===== config.mk =====
export PLATFORM = sky130hd
export DESIGN_NAME = nvm_program_flash_control
export DESIGN_NICKNAME = d
export VERILOG_FILES = /design/src/pkg/flash_ctrl_pkg.sv /design/src/design/nvm_program_flash_control.sv /design/src/design/row_latch_bank.sv
export SDC_FILE = /design/constraint.sdc
export NUM_CORES = 1
export LEC_CHECK = 0
export ABC_CLOCK_PERIOD_IN_PS = 5900
export BUFFER_PORTS_ARGS = -buffer_cell sky130_fd_sc_hd__buf_2
export CAP_MARGIN = 30
export CORE_UTILIZATION = 45
export DETAILED_ROUTE_END_ITERATION = 10
export PLACE_DENSITY = 0.61
export SETUP_SLACK_MARGIN = 0.02
export SYNTH_ARGS = -nofsm -noshare
export SYNTH_HDL_FRONTEND = slang
export SYNTH_HIERARCHICAL = 1
export SYNTH_SLANG_ARGS = --single-unit

===== constraint.sdc =====
create_clock -name CLOCK_IN -period 5.9 [get_ports CLOCK_IN]
set_clock_uncertainty 0.05 [all_clocks]
set_input_delay 0.295 -clock CLOCK_IN [delete_from_list [all_inputs] [get_ports CLOCK_IN]]
set_output_delay 0.295 -clock CLOCK_IN [all_outputs]
set_load 0.01 [all_outputs]

===== src/pkg/flash_ctrl_pkg.sv =====
// constants for the flash self-programming controller
// assumes one 100 MHz clock; registers sit on 32-bit APB words
package flash_ctrl_pkg;

  // -------------------------------------------------------------
  // register indices (byte address is four times the index)
  // -------------------------------------------------------------
  localparam logic [11:0] IDX_ADDRESS = 12'h81a;
  localparam logic [11:0] IDX_DATA = 12'h81c;
  localparam logic [11:0] IDX_CONTROL = 12'h81e;
  localparam logic [11:0] IDX_UNLOCK = 12'h81f;

  // -------------------------------------------------------------
  // control register fields
  // -------------------------------------------------------------
  localparam int BIT_RD = 0;
  localparam int BIT_WR = 1;
  localparam int BIT_ENABLE = 2;
  localparam int BIT_ERROR = 3;
  localparam int BIT_ERASE = 4;
  localparam int BIT_LATCH_ONLY = 5;
  localparam int BIT_REGION = 6;

  // -------------------------------------------------------------
  // widths, reset values, unlock pattern
  // -------------------------------------------------------------
  localparam int ADDR_W = 15;
  localparam int DATA_W = 14;
  localparam int ROW_BITS = 5;
  localparam int ROW_WORDS = 32;
  localparam int CNT_W = 24;
  localparam logic [14:0] ADDR_RESET = 15'h0000;
  localparam logic [13:0] LATCH_ERASED = 14'h3fff;
  localparam logic [7:0] KEY_FIRST = 8'h55;
  localparam logic [7:0] KEY_SECOND = 8'haa;

  // -------------------------------------------------------------
  // timing: least times, rounded up to whole cycles
  // -------------------------------------------------------------
  localparam int CLK_PERIOD_NS = 10;
  localparam int ERASE_TIME_NS = 2000000;
  localparam int WRITE_TIME_NS = 2000000;
  localparam int ERASE_CYCLES =
    (ERASE_TIME_NS + CLK_PERIOD_NS - 1) / CLK_PERIOD_NS;
  localparam int WRITE_CYCLES =
    (WRITE_TIME_NS + CLK_PERIOD_NS - 1) / CLK_PERIOD_NS;

  // -------------------------------------------------------------
  // state encodings
  // -------------------------------------------------------------
  typedef enum logic [4:0] {
    ST_IDLE = 5'b00001,
    ST_READ = 5'b00010,
    ST_LATCH = 5'b00100,
    ST_ERASE = 5'b01000,
    ST_PROG = 5'b10000
  } op_state_t;

  typedef enum logic [2:0] {
    UL_LOCKED = 3'b001,
    UL_FIRST = 3'b010,
    UL_OPEN = 3'b100
  } unlock_state_t;

endpackage : flash_ctrl_pkg

===== src/design/nvm_program_flash_control.sv =====
// flash self-programming controller with APB register access
// assumes an asynchronous read array and a write-protect flag that
// tracks the address shown on the flash address port
//
// Contract
// - erase 0, latch-only 1: write start only loads one row latch
// - erase 0, latch-only 0 programs the row; erase 1 ignores latch-only
// - erase 1 erases the whole 32-word row to all ones
// - erase 0 never erases before writing
// - error flag set on warm reset mid-write, broken unlock, protected start
// - hardware never clears the error flag; software clears it
// - software may write the error flag to one and it stays set
// - no program or erase starts unless the start write sets program/erase enable
// - write start launches a self-timed operation, cleared at the end
// - writing zero to write start during an operation does nothing
// - write start accepted only right after 0x55 then 0xaa unlock
// - read start loads data from the address, then clears itself
// - read start can be set but not cleared by software
// - error flag read back is undefined while write start is set
// - unlock register is 8-bit write-only and reads as zero
// - protected erase or row write: start cleared, error flag set
// - after a row write all latches return to all ones
// - latch loads ignore protection and never touch the array
// - region select 0 targets program flash, 1 the config area
//
// Register access over APB was decided locally.
module nvm_program_flash_control #(
  parameter int ERASE_CYCLES = flash_ctrl_pkg::ERASE_CYCLES,
  parameter int WRITE_CYCLES = flash_ctrl_pkg::WRITE_CYCLES
) (
  // clock and resets
  input wire logic CLOCK_IN,
  input wire logic RESET_N_IN,
  input wire logic WARM_RESET_IN,
  // apb slave
  input wire logic PSEL_IN,
  input wire logic PENABLE_IN,
  input wire logic PWRITE_IN,
  input wire logic [15:0] PADDR_IN,
  input wire logic [31:0] PWDATA_IN,
  output logic [31:0] PRDATA_OUT,
  output logic PREADY_OUT,
  output logic PSLVERR_OUT,
  // flash array
  output logic [14:0] FLASH_ADDR_OUT,
  output logic FLASH_REGION_OUT,
  output logic FLASH_RD_OUT,
  input wire logic [13:0] FLASH_RDATA_IN,
  output logic FLASH_WE_OUT,
  output logic [13:0] FLASH_WDATA_OUT,
  output logic FLASH_ERASE_OUT,
  input wire logic FLASH_PROTECTED_IN
);

  // ---------------------------------------------------------------
  // decode
  // ---------------------------------------------------------------
  // one-hot select: address, data, control, unlock
  function automatic logic [3:0] decode(input logic [15:0] a);
    logic [11:0] idx;
    idx = {2'b00, a[11:2]};
    if (a[1:0] != 2'b00 || a[15:14] != 2'b00) begin
      decode = 4'h0;
    end else begin
      idx = a[13:2];
      decode = {idx == flash_ctrl_pkg::IDX_UNLOCK,
                idx == flash_ctrl_pkg::IDX_CONTROL,
                idx == flash_ctrl_pkg::IDX_DATA,
                idx == flash_ctrl_pkg::IDX_ADDRESS};
    end
  endfunction : decode

  logic [3:0] sel;
  logic acc_wr;
  logic acc_setup;
  assign sel = decode(PADDR_IN);
  assign acc_wr = PSEL_IN & PENABLE_IN & PWRITE_IN;
  assign acc_setup = PSEL_IN & ~PENABLE_IN;

  // ---------------------------------------------------------------
  // state
  // ---------------------------------------------------------------
  flash_ctrl_pkg::op_state_t state_r, state_nxt;
  flash_ctrl_pkg::unlock_state_t unlock_r, unlock_nxt;
  logic [14:0] addr_r, addr_nxt;
  logic [13:0] data_r, data_nxt;
  logic region_r, region_nxt;
  logic latch_only_r, latch_only_nxt;
  logic erase_r, erase_nxt;
  logic error_r, error_nxt;
  logic enable_r, enable_nxt;
  logic wr_r, wr_nxt;
  logic rd_r, rd_nxt;
  logic [14:0] op_addr_r, op_addr_nxt;
  logic op_region_r, op_region_nxt;
  logic [flash_ctrl_pkg::CNT_W-1:0] cnt_r, cnt_nxt;
  logic [31:0] prdata_r, prdata_nxt;
  logic pready_r, pready_nxt;
  logic pslverr_r, pslverr_nxt;
  logic [14:0] fl_addr_r, fl_addr_nxt;
  logic fl_region_r, fl_region_nxt;
  logic fl_rd_r, fl_rd_nxt;
  logic fl_we_r, fl_we_nxt;
  logic [13:0] fl_wdata_r, fl_wdata_nxt;
  logic fl_erase_r, fl_erase_nxt;
  logic latch_load, latch_clear, hw_error, start_ok;
  logic [4:0] latch_rd_idx;
  logic [13:0] latch_rd_data;
  logic [7:0] ctrl_word;

  localparam logic [flash_ctrl_pkg::CNT_W-1:0] ERASE_LAST =
    flash_ctrl_pkg::CNT_W'(ERASE_CYCLES - 1);
  localparam logic [flash_ctrl_pkg::CNT_W-1:0] WRITE_LAST =
    flash_ctrl_pkg::CNT_W'(WRITE_CYCLES - 1);
  localparam logic [flash_ctrl_pkg::CNT_W-1:0] ROW_LAST =
    flash_ctrl_pkg::CNT_W'(flash_ctrl_pkg::ROW_WORDS - 1);

  assign ctrl_word = {1'b0, region_r, latch_only_r, erase_r, error_r,
                      enable_r, wr_r, rd_r};

  row_latch_bank u_latch (
    .clk_in(CLOCK_IN),
    .rst_n_in(RESET_N_IN),
    .load_in(latch_load),
    .load_idx_in(op_addr_r[4:0]),
    .load_data_in(data_r),
    .clear_in(latch_clear),
    .rd_idx_in(latch_rd_idx),
    .rd_data_out(latch_rd_data)
  );

  // ---------------------------------------------------------------
  // next-state logic
  // ---------------------------------------------------------------
  always_comb begin
    state_nxt = state_r;
    unlock_nxt = unlock_r;
    addr_nxt = addr_r;
    data_nxt = data_r;
    region_nxt = region_r;
    latch_only_nxt = latch_only_r;
    erase_nxt = erase_r;
    error_nxt = error_r;
    enable_nxt = enable_r;
    wr_nxt = wr_r;
    rd_nxt = rd_r;
    op_addr_nxt = op_addr_r;
    op_region_nxt = op_region_r;
    cnt_nxt = cnt_r;
    fl_addr_nxt = addr_r;
    fl_region_nxt = region_r;
    fl_rd_nxt = 1'b0;
    fl_we_nxt = 1'b0;
    fl_erase_nxt = 1'b0;
    latch_load = 1'b0;
    latch_clear = 1'b0;
    latch_rd_idx = 5'h00;
    hw_error = 1'b0;
    start_ok = 1'b0;

    // apb answers one cycle after setup, no wait states
    pready_nxt = acc_setup;
    pslverr_nxt = acc_setup & (sel == 4'h0);
    prdata_nxt = 32'h0000_0000;
    unique case (1'b1)
      sel[0]: prdata_nxt = {17'h00000, addr_r};
      sel[1]: prdata_nxt = {18'h00000, data_r};
      sel[2]: prdata_nxt = {24'h000000, ctrl_word};
      default: prdata_nxt = 32'h0000_0000;
    endcase

    // unlock tracking: 0x55, 0xaa, then the control write
    if (acc_wr && sel != 4'h0) begin
      unique case (unlock_r)
        flash_ctrl_pkg::UL_LOCKED: begin
          if (sel[3] && PWDATA_IN[7:0] == flash_ctrl_pkg::KEY_FIRST) begin
            unlock_nxt = flash_ctrl_pkg::UL_FIRST;
          end
        end
        flash_ctrl_pkg::UL_FIRST: begin
          if (sel[3] && PWDATA_IN[7:0] == flash_ctrl_pkg::KEY_SECOND) begin
            unlock_nxt = flash_ctrl_pkg::UL_OPEN;
          end else begin
            unlock_nxt = flash_ctrl_pkg::UL_LOCKED;
            hw_error = 1'b1;
          end
        end
        flash_ctrl_pkg::UL_OPEN: begin
          unlock_nxt = flash_ctrl_pkg::UL_LOCKED;
          if (sel[2] && PWDATA_IN[flash_ctrl_pkg::BIT_WR]) begin
            start_ok = 1'b1;
          end else begin
            hw_error = 1'b1;
          end
        end
      endcase
    end

    // plain register writes
    if (acc_wr && sel[0]) begin
      addr_nxt = PWDATA_IN[14:0];
    end
    if (acc_wr && sel[1]) begin
      data_nxt = PWDATA_IN[13:0];
    end
    if (acc_wr && sel[2]) begin
      region_nxt = PWDATA_IN[flash_ctrl_pkg::BIT_REGION];
      latch_only_nxt = PWDATA_IN[flash_ctrl_pkg::BIT_LATCH_ONLY];
      erase_nxt = PWDATA_IN[flash_ctrl_pkg::BIT_ERASE];
      enable_nxt = PWDATA_IN[flash_ctrl_pkg::BIT_ENABLE];
      error_nxt = PWDATA_IN[flash_ctrl_pkg::BIT_ERROR];
      // write start is left to the sequencer, so a zero is dropped
      // zeros written to the start bits are dropped
      if (PWDATA_IN[flash_ctrl_pkg::BIT_RD] && state_r ==
          flash_ctrl_pkg::ST_IDLE && !wr_r && !start_ok) begin
        rd_nxt = 1'b1;
        fl_rd_nxt = 1'b1;
        // region comes with the read word, not the stale register
        fl_region_nxt = PWDATA_IN[flash_ctrl_pkg::BIT_REGION];
        state_nxt = flash_ctrl_pkg::ST_READ;
      end
    end

    // operation sequencer
    unique case (state_r)
      flash_ctrl_pkg::ST_IDLE: begin
        // enable is taken from the same write that sets start
        if (start_ok && !wr_r &&
            PWDATA_IN[flash_ctrl_pkg::BIT_ENABLE]) begin
          op_addr_nxt = addr_r;
          op_region_nxt = PWDATA_IN[flash_ctrl_pkg::BIT_REGION];
          cnt_nxt = '0;
          if (!PWDATA_IN[flash_ctrl_pkg::BIT_ERASE] &&
              PWDATA_IN[flash_ctrl_pkg::BIT_LATCH_ONLY]) begin
            wr_nxt = 1'b1;
            state_nxt = flash_ctrl_pkg::ST_LATCH;
          end else if (FLASH_PROTECTED_IN) begin
            hw_error = 1'b1;
          end else if (PWDATA_IN[flash_ctrl_pkg::BIT_ERASE]) begin
            wr_nxt = 1'b1;
            state_nxt = flash_ctrl_pkg::ST_ERASE;
          end else begin
            wr_nxt = 1'b1;
            state_nxt = flash_ctrl_pkg::ST_PROG;
          end
        end
      end
      flash_ctrl_pkg::ST_READ: begin
        // array answers while the read strobe is shown
        data_nxt = FLASH_RDATA_IN;
        rd_nxt = 1'b0;
        state_nxt = flash_ctrl_pkg::ST_IDLE;
      end
      flash_ctrl_pkg::ST_LATCH: begin
        latch_load = 1'b1;
        wr_nxt = 1'b0;
        state_nxt = flash_ctrl_pkg::ST_IDLE;
      end
      flash_ctrl_pkg::ST_ERASE: begin
        fl_addr_nxt = {op_addr_r[14:5], 5'h00};
        fl_region_nxt = op_region_r;
        fl_erase_nxt = 1'b1;
        cnt_nxt = cnt_r + 1'b1;
        if (cnt_r == ERASE_LAST) begin
          fl_erase_nxt = 1'b0;
          wr_nxt = 1'b0;
          state_nxt = flash_ctrl_pkg::ST_IDLE;
        end
      end
      flash_ctrl_pkg::ST_PROG: begin
        fl_region_nxt = op_region_r;
        fl_addr_nxt = {op_addr_r[14:5], 5'h00};
        latch_rd_idx = cnt_r[4:0];
        // one word per cycle, then hold for the rest of the time
        if (cnt_r <= ROW_LAST) begin
          fl_addr_nxt = {op_addr_r[14:5], cnt_r[4:0]};
          fl_we_nxt = 1'b1;
        end
        cnt_nxt = cnt_r + 1'b1;
        if (cnt_r == WRITE_LAST) begin
          latch_clear = 1'b1;
          wr_nxt = 1'b0;
          state_nxt = flash_ctrl_pkg::ST_IDLE;
        end
      end
    endcase
    fl_wdata_nxt = latch_rd_data;

    // set wins over a software clear in the same cycle
    if (hw_error) begin
      error_nxt = 1'b1;
    end

    // warm reset aborts everything; a cut write leaves the flag set
    if (WARM_RESET_IN) begin
      if (state_r == flash_ctrl_pkg::ST_ERASE ||
          state_r == flash_ctrl_pkg::ST_PROG) begin
        error_nxt = 1'b1;
      end
      state_nxt = flash_ctrl_pkg::ST_IDLE;
      unlock_nxt = flash_ctrl_pkg::UL_LOCKED;
      addr_nxt = flash_ctrl_pkg::ADDR_RESET;
      region_nxt = 1'b0;
      latch_only_nxt = 1'b0;
      erase_nxt = 1'b0;
      enable_nxt = 1'b0;
      wr_nxt = 1'b0;
      rd_nxt = 1'b0;
      fl_addr_nxt = flash_ctrl_pkg::ADDR_RESET;
      fl_region_nxt = 1'b0;
      fl_rd_nxt = 1'b0;
      fl_we_nxt = 1'b0;
      fl_erase_nxt = 1'b0;
    end
  end

  // ---------------------------------------------------------------
  // registers
  // ---------------------------------------------------------------
  always_ff @(posedge CLOCK_IN or negedge RESET_N_IN) begin
    if (!RESET_N_IN) begin
      state_r <= flash_ctrl_pkg::ST_IDLE;
      unlock_r <= flash_ctrl_pkg::UL_LOCKED;
      addr_r <= flash_ctrl_pkg::ADDR_RESET;
      data_r <= 14'h0000;
      region_r <= 1'b0;
      latch_only_r <= 1'b0;
      erase_r <= 1'b0;
      error_r <= 1'b0;
      enable_r <= 1'b0;
      wr_r <= 1'b0;
      rd_r <= 1'b0;
      op_addr_r <= flash_ctrl_pkg::ADDR_RESET;
      op_region_r <= 1'b0;
      cnt_r <= '0;
      prdata_r <= 32'h0000_0000;
      pready_r <= 1'b0;
      pslverr_r <= 1'b0;
      fl_addr_r <= flash_ctrl_pkg::ADDR_RESET;
      fl_region_r <= 1'b0;
      fl_rd_r <= 1'b0;
      fl_we_r <= 1'b0;
      fl_wdata_r <= flash_ctrl_pkg::LATCH_ERASED;
      fl_erase_r <= 1'b0;
    end else begin
      state_r <= state_nxt;
      unlock_r <= unlock_nxt;
      addr_r <= addr_nxt;
      data_r <= data_nxt;
      region_r <= region_nxt;
      latch_only_r <= latch_only_nxt;
      erase_r <= erase_nxt;
      error_r <= error_nxt;
      enable_r <= enable_nxt;
      wr_r <= wr_nxt;
      rd_r <= rd_nxt;
      op_addr_r <= op_addr_nxt;
      op_region_r <= op_region_nxt;
      cnt_r <= cnt_nxt;
      prdata_r <= prdata_nxt;
      pready_r <= pready_nxt;
      pslverr_r <= pslverr_nxt;
      fl_addr_r <= fl_addr_nxt;
      fl_region_r <= fl_region_nxt;
      fl_rd_r <= fl_rd_nxt;
      fl_we_r <= fl_we_nxt;
      fl_wdata_r <= fl_wdata_nxt;
      fl_erase_r <= fl_erase_nxt;
    end
  end

  assign PRDATA_OUT = prdata_r;
  assign PREADY_OUT = pready_r;
  assign PSLVERR_OUT = pslverr_r;
  assign FLASH_ADDR_OUT = fl_addr_r;
  assign FLASH_REGION_OUT = fl_region_r;
  assign FLASH_RD_OUT = fl_rd_r;
  assign FLASH_WE_OUT = fl_we_r;
  assign FLASH_WDATA_OUT = fl_wdata_r;
  assign FLASH_ERASE_OUT = fl_erase_r;

  // ---------------------------------------------------------------
  // assertions
  // ---------------------------------------------------------------
  property p_rd_self_clear;
    @(posedge CLOCK_IN) disable iff (!RESET_N_IN)
    $rose(rd_r) |-> FLASH_RD_OUT ##1 !rd_r;
  endproperty
  a_rd_self_clear: assert property (p_rd_self_clear)
    else $error("read start did not clear after one cycle");

  property p_wr_needs_unlock;
    @(posedge CLOCK_IN) disable iff (!RESET_N_IN)
    $rose(wr_r) |-> $past(unlock_r) == flash_ctrl_pkg::UL_OPEN;
  endproperty
  a_wr_needs_unlock: assert property (p_wr_needs_unlock)
    else $error("write start set without unlock");

  property p_wr_needs_enable;
    @(posedge CLOCK_IN) disable iff (!RESET_N_IN)
    $rose(wr_r) |-> enable_r;
  endproperty
  a_wr_needs_enable: assert property (p_wr_needs_enable)
    else $error("write start set while disabled");

  property p_array_only_busy;
    @(posedge CLOCK_IN) disable iff (!RESET_N_IN)
    (FLASH_WE_OUT || FLASH_ERASE_OUT) |-> $past(wr_r) && wr_r;
  endproperty
  a_array_only_busy: assert property (p_array_only_busy)
    else $error("array cycle outside an operation");

  property p_error_sticky;
    @(posedge CLOCK_IN) disable iff (!RESET_N_IN)
    error_r && !(acc_wr && sel[2]) |=> error_r;
  endproperty
  a_error_sticky: assert property (p_error_sticky)
    else $error("error flag cleared by hardware");

  property p_latch_no_array;
    @(posedge CLOCK_IN) disable iff (!RESET_N_IN)
    state_r == flash_ctrl_pkg::ST_LATCH |=>
      !FLASH_WE_OUT && !FLASH_ERASE_OUT && !wr_r;
  endproperty
  a_latch_no_array: assert property (p_latch_no_array)
    else $error("latch load touched the array");

  property p_protected_refused;
    @(posedge CLOCK_IN) disable iff (!RESET_N_IN)
    start_ok && FLASH_PROTECTED_IN && !WARM_RESET_IN &&
      state_r == flash_ctrl_pkg::ST_IDLE && !wr_r && enable_nxt &&
      !(latch_only_nxt && !erase_nxt)
      |=> error_r && !wr_r ##1 !FLASH_WE_OUT && !FLASH_ERASE_OUT;
  endproperty
  a_protected_refused: assert property (p_protected_refused)
    else $error("protected start was not refused");

  property p_wr_clears_only_at_end;
    @(posedge CLOCK_IN) disable iff (!RESET_N_IN)
    $fell(wr_r) |-> $past(state_r) == flash_ctrl_pkg::ST_LATCH ||
      $past(cnt_r) == ERASE_LAST || $past(cnt_r) == WRITE_LAST ||
      $past(WARM_RESET_IN);
  endproperty
  a_wr_clears_only_at_end: assert property (p_wr_clears_only_at_end)
    else $error("write start dropped before completion");

  property p_erase_row_aligned;
    @(posedge CLOCK_IN) disable iff (!RESET_N_IN)
    FLASH_ERASE_OUT |-> FLASH_ADDR_OUT[4:0] == 5'h00 && !FLASH_WE_OUT;
  endproperty
  a_erase_row_aligned: assert property (p_erase_row_aligned)
    else $error("erase not aimed at a row start");

endmodule : nvm_program_flash_control


===== src/design/row_latch_bank.sv =====
// row write latches: one word per row position, cleared as a whole
// assumes write and clear never come in the same cycle
module row_latch_bank #(
  parameter int WORDS = flash_ctrl_pkg::ROW_WORDS,
  parameter int IDX_W = flash_ctrl_pkg::ROW_BITS,
  parameter int DATA_W = flash_ctrl_pkg::DATA_W
) (
  input wire logic clk_in,
  input wire logic rst_n_in,
  // load port
  input wire logic load_in,
  input wire logic [IDX_W-1:0] load_idx_in,
  input wire logic [DATA_W-1:0] load_data_in,
  input wire logic clear_in,
  // read port
  input wire logic [IDX_W-1:0] rd_idx_in,
  output logic [DATA_W-1:0] rd_data_out
);

  logic [DATA_W-1:0] latch_r [WORDS];

  assign rd_data_out = latch_r[rd_idx_in];

  always_ff @(posedge clk_in or negedge rst_n_in) begin
    if (!rst_n_in) begin
      for (int i = 0; i < WORDS; i++) begin
        latch_r[i] <= flash_ctrl_pkg::LATCH_ERASED;
      end
    end else if (clear_in) begin
      for (int i = 0; i < WORDS; i++) begin
        latch_r[i] <= flash_ctrl_pkg::LATCH_ERASED;
      end
    end else if (load_in) begin
      latch_r[load_idx_in] <= load_data_in;
    end
  end

endmodule : row_latch_bank


==> flow_summary.html <==
<table>
<tr><th>Metric</th><th>Value</th></tr>
<tr><th colspan="2">Setup path</th></tr>
<tr><td>Critical path data arrival time</td><td>about 4.7 ns</td></tr>
<tr><td>Worst setup path category</td><td>register to register</td></tr>
<tr><td>Worst R2R Start</td><td>state_r[1]</td></tr>
<tr><td>Capturing element type of the critical path</td><td>register</td></tr>
<tr><td>Nature of the critical path startpoint</td><td>register</td></tr>
<tr><td>Reg2Reg Capture Point</td><td>FLASH_WDATA_OUT[1]</td></tr>
<tr><td>Crit Path Max Fanout</td><td>25</td></tr>
<tr><td>Reg2reg path depth</td><td>8</td></tr>
<tr><td>Setup slack on the worst flop-to-flop path</td><td>1.62 ns</td></tr>
<tr><td>Required time at the worst-slack endpoint</td><td>6.34 ns</td></tr>
<tr><th colspan="2">Routing</th></tr>
<tr><td>Iteration-0 DRC count of the detailed router</td><td>1,707</td></tr>
<tr><td>Drt via density</td><td>5.95</td></tr>
<tr><td>Final routed wire length divided by cell count</td><td>22.9 microns</td></tr>
<tr><td>Drt drc</td><td>0</td></tr>
<tr><td>Total via count after detailed routing</td><td>21,368</td></tr>
<tr><td>Total wire length after detailed routing</td><td>82,100 microns</td></tr>
<tr><td>Pre-antenna DRT Iters</td><td>6</td></tr>
<tr><td>Number of nets still failing antenna checks after routing</td><td>0</td></tr>
<tr><th colspan="2">Final layout</th></tr>
<tr><td>Layout net count</td><td>between 2,000 and 3,000</td></tr>
<tr><td>Layout area overhead</td><td>11.7%</td></tr>
<tr><td>Area of all placed cells without fillers</td><td>0.0333 sq mm</td></tr>
<tr><td>Commonest non-fill, non-tap cell in the layout</td><td>dfstp_2</td></tr>
<tr><td>Number of diodes</td><td>0</td></tr>
<tr><td>Commonest cells after routing, fill and taps aside</td><td>464 x dfstp_2, 396 x nor2b_1, 392 x a211o_1</td></tr>
<tr><td>Fraction of layout cells with a size suffix above 1</td><td>0.291</td></tr>
<tr><th colspan="2">CTS</th></tr>
<tr><td>Clock transition at the registers of the reported paths</td><td>0.06 ns</td></tr>
<tr><td>TritonCTS clock tree</td><td>built</td></tr>
<tr><td>Hold-fix buffers at CTS</td><td>31</td></tr>
<tr><td>TritonCTS Buffers</td><td>67</td></tr>
<tr><td>Number of clock sinks</td><td>582</td></tr>
<tr><td>CTS HTree Levels</td><td>3</td></tr>
<tr><td>Number of cells upsized or downsized after cts</td><td>0</td></tr>
<tr><td>Post-CTS setup buffer count</td><td>0</td></tr>
<tr><td>CTS root buffer</td><td>clkbuf_16</td></tr>
<tr><td>Maximum buffer depth of the clock tree</td><td>3</td></tr>
<tr><td>Clock latency on the worst-skew pair</td><td>around 0.61 ns</td></tr>
<tr><th colspan="2">Synth</th></tr>
<tr><td>Flip-flop and latch count after synthesis</td><td>582</td></tr>
<tr><td>Cell count after synthesis</td><td>2,666</td></tr>
<tr><td>Most used DFF post-synth</td><td>dfstp_2</td></tr>
<tr><td>Mean area per synthesized cell</td><td>between 10 and 15 sq um</td></tr>
<tr><td>Number of warnings reported in the yosys synthesis log</td><td>6</td></tr>
<tr><td>Post-synth cell types</td><td>73</td></tr>
<tr><td>Number of flops mapped to enable cells by yosys</td><td>0</td></tr>
<tr><td>Post-synthesis sequential area ratio</td><td>0.508</td></tr>
<tr><td>Post-synth design cell area</td><td>0.0298 sq mm</td></tr>
<tr><td>Fraction of registers with async set/reset</td><td>1.00</td></tr>
<tr><th colspan="2">Hold path</th></tr>
<tr><td>Source of the worst hold timing path</td><td>FLASH_PROTECTED_IN</td></tr>
<tr><td>Worst hold path type</td><td>input pin to register</td></tr>
<tr><td>Worst hold path stage count</td><td>3</td></tr>
<tr><td>Sink of the worst hold path</td><td>state_r[2]</td></tr>
<tr><th colspan="2">Global routing</th></tr>
<tr><td>Antenna violations before repair</td><td>0</td></tr>
<tr><td>Global-route usage over all layers</td><td>0.245</td></tr>
<tr><td>Via count of the first global-routing pass</td><td>21,868</td></tr>
<tr><td>Pin count of the biggest net entering global routing</td><td>195</td></tr>
<tr><td>GR Overflow Total</td><td>0</td></tr>
<tr><td>Wire length of the first global-routing pass</td><td>~130,000 microns</td></tr>
<tr><th colspan="2">Place</th></tr>
<tr><td>Final Wtd Congestion</td><td>0.826</td></tr>
<tr><td>Post-DP HPWL</td><td>47,300 microns</td></tr>
<tr><td>Buffers added on ports</td><td>101</td></tr>
<tr><td>Instance area after placement</td><td>0.0308 sq mm</td></tr>
<tr><td>Worst setup slack before clock tree synthesis</td><td>1.67 ns</td></tr>
<tr><th colspan="2">Pwr</th></tr>
<tr><td>Max IR drop VDD</td><td>between 0.15 and 0.2 mV</td></tr>
<tr><td>Net Sw Power</td><td>about 0.0019 W</td></tr>
<tr><td>Gate power share</td><td>0.028</td></tr>
<tr><td>Sequential power share</td><td>0.480</td></tr>
<tr><td>Leakage power of the design</td><td>16.6 nW</td></tr>
<tr><td>Net Sw Frac</td><td>0.221</td></tr>
<tr><td>Clk pwr share</td><td>0.491</td></tr>
<tr><td>Total power per unit cell area</td><td>between 200 and 300 mW/mm^2</td></tr>
<tr><td>Pwr Total</td><td>0.00838 W</td></tr>
<tr><td>Cell internal power dissipation</td><td>0.00653 W</td></tr>
<tr><th colspan="2">Timing</th></tr>
<tr><td>Tightest Pin Transition</td><td>1.08 ns</td></tr>
<tr><td>Fin worst setup slack</td><td>1.62 ns</td></tr>
<tr><td>Setup TNS</td><td>0 ns</td></tr>
<tr><td>RSZ-0062 raised after global routing</td><td>no</td></tr>
<tr><td>Max Clock Freq</td><td>around 230 MHz</td></tr>
<tr><td>Post-route worst hold slack</td><td>0.0312 ns</td></tr>
<tr><td>Period utilization</td><td>0.726</td></tr>
<tr><td>Max-slew violation total from the final report</td><td>0</td></tr>
<tr><td>Relative slew slack</td><td>0.278</td></tr>
<tr><td>Hold Vio Cnt, Final</td><td>0</td></tr>
<tr><td>Tmin final</td><td>4.28 ns</td></tr>
<tr><td>Count of endpoints failing setup in the final report</td><td>0</td></tr>
<tr><th colspan="2">Die</th></tr>
<tr><td>Row count</td><td>between 90 and 100</td></tr>
<tr><td>Total I/O pin count</td><td>136</td></tr>
<tr><td>Area of the placeable core</td><td>between 0.06 and 0.07 sq mm</td></tr>
<tr><td>Die X-Extent</td><td>260 microns</td></tr>
<tr><td>Area of the die</td><td>0.0673 sq mm</td></tr>
<tr><td>Die height</td><td>260 microns</td></tr>
<tr><td>Effective utilization at floorplan</td><td>0.455</td></tr>
<tr><th colspan="2">Run</th></tr>
<tr><td>Count of maximum capacitance violations</td><td>0</td></tr>
<tr><th colspan="2">Outcome</th></tr>
<tr><td>Run status</td><td>completed</td></tr>
</table>
## area by class of cell
type,instances,area (sq um)
clock buffer,94,1900
clock inverter,21,260
fill,5685,32300
inverter,15,56.3
multi-input combinational,1828,13500
sequential,582,15100
tap,864,1080
timing repair buffer,188,1440
## worst max-delay path by stage
stage,start,endpoint,slack (ns)
floorplan,state_r[4],u_latch/latch_r[115],2.98
detailed placement,state_r[1],FLASH_WDATA_OUT[6],1.67
CTS,state_r[1],FLASH_WDATA_OUT[1],1.66
global placement,state_r[1],FLASH_WDATA_OUT[9],1.57
finish,state_r[1],FLASH_WDATA_OUT[1],1.62
global route,state_r[1],FLASH_WDATA_OUT[1],1.27
## cells in the mapped netlist, types with 38 or more instances
library cell / count / area share
dfstp_2: 464 / 0.41
nor2b_1: 398 / 0.083
a211o_1: 392 / 0.12
mux2i_1: 241 / 0.081
nand2_1: 198 / 0.025
clkbuf_1: 134 / 0.017
dfrtp_1: 118 / 0.099
buf_2: 66 / 0.011
nand3b_1: 57 / 0.014
a22oi_1: 56 / 0.014
a22o_1: 55 / 0.016
a21oi_1: 53 / 0.0089
nand3_1: 46 / 0.0077
buf_4: 44 / 0.011
nor2_1: 38 / 0.0048
## flip-flops by register name, indices dropped and copies added (netlist names), 3 cells and up
name	flops
u_latch/latch_r	448
cnt_r	24
FLASH_ADDR_OUT	15
PRDATA_OUT	15
addr_r	15
op_addr_r	15
FLASH_WDATA_OUT	14
data_r	14
state_r	5
unlock_r	3
## critical path, stage by stage, from the launching register on
cell and delay [ns]:
dfrtp_1 0.48, nor3_1 0.37, nor3b_1 0.86, and2_1 0.39
nor2b_4 0.88, buf_4 0.49, a22oi_1 0.15, nand4_1 0.33
nand3_1 0.16
## power by group through the flow
stage	Sequential, W	Combinational (W)	Clock (W)
floorplan	0.00408	0.0000724	0
global placement	0.00408	0.000219	0
detailed placement	0.00408	0.000224	0
CTS	0.00402	0.000240	0.00424
global route	0.00402	0.000262	0.00439
finish	0.00403	0.000239	0.00412
## metal layers
layer / track usage / wire, microns / share of wire
met1: 0.338 / 36400 / 0.44
met3: 0.0361 / 4600 / 0.056
met4: 0.0784 / 1910 / 0.023
met2: 0.395 / 39300 / 0.48
met5: 0 / 0 / 0
## logic make-up after synthesis
| kind of cell | after synthesis | synth area share |
|---|---|---|
| and+or+nand+nor | 906 | 0.183 |
| muxes | 257 | 0.0878 |
| adders and majority gates | 2 | 0.000755 |
| DFF | 582 | 0.508 |
| xor gates and xnor gates | 23 | 0.00675 |
| other | 1 | 0.000126 |
| buffers and inverters | 272 | 0.0443 |
| AOI/OAI and AO/OA | 623 | 0.170 |
## through the flow
| stage | cells | util |
|---|---|---|
| after floorplan | 2682 | - |
| after global placement | 3438 | 0.468 |
| after detailed placement | 3444 | 0.470 |
| after CTS | 3590 | 0.507 |
| after global routing | 3592 | 0.508 |
| final | 3592 | 0.508 |
No activity file was read; power rests on OpenSTA's default activity.
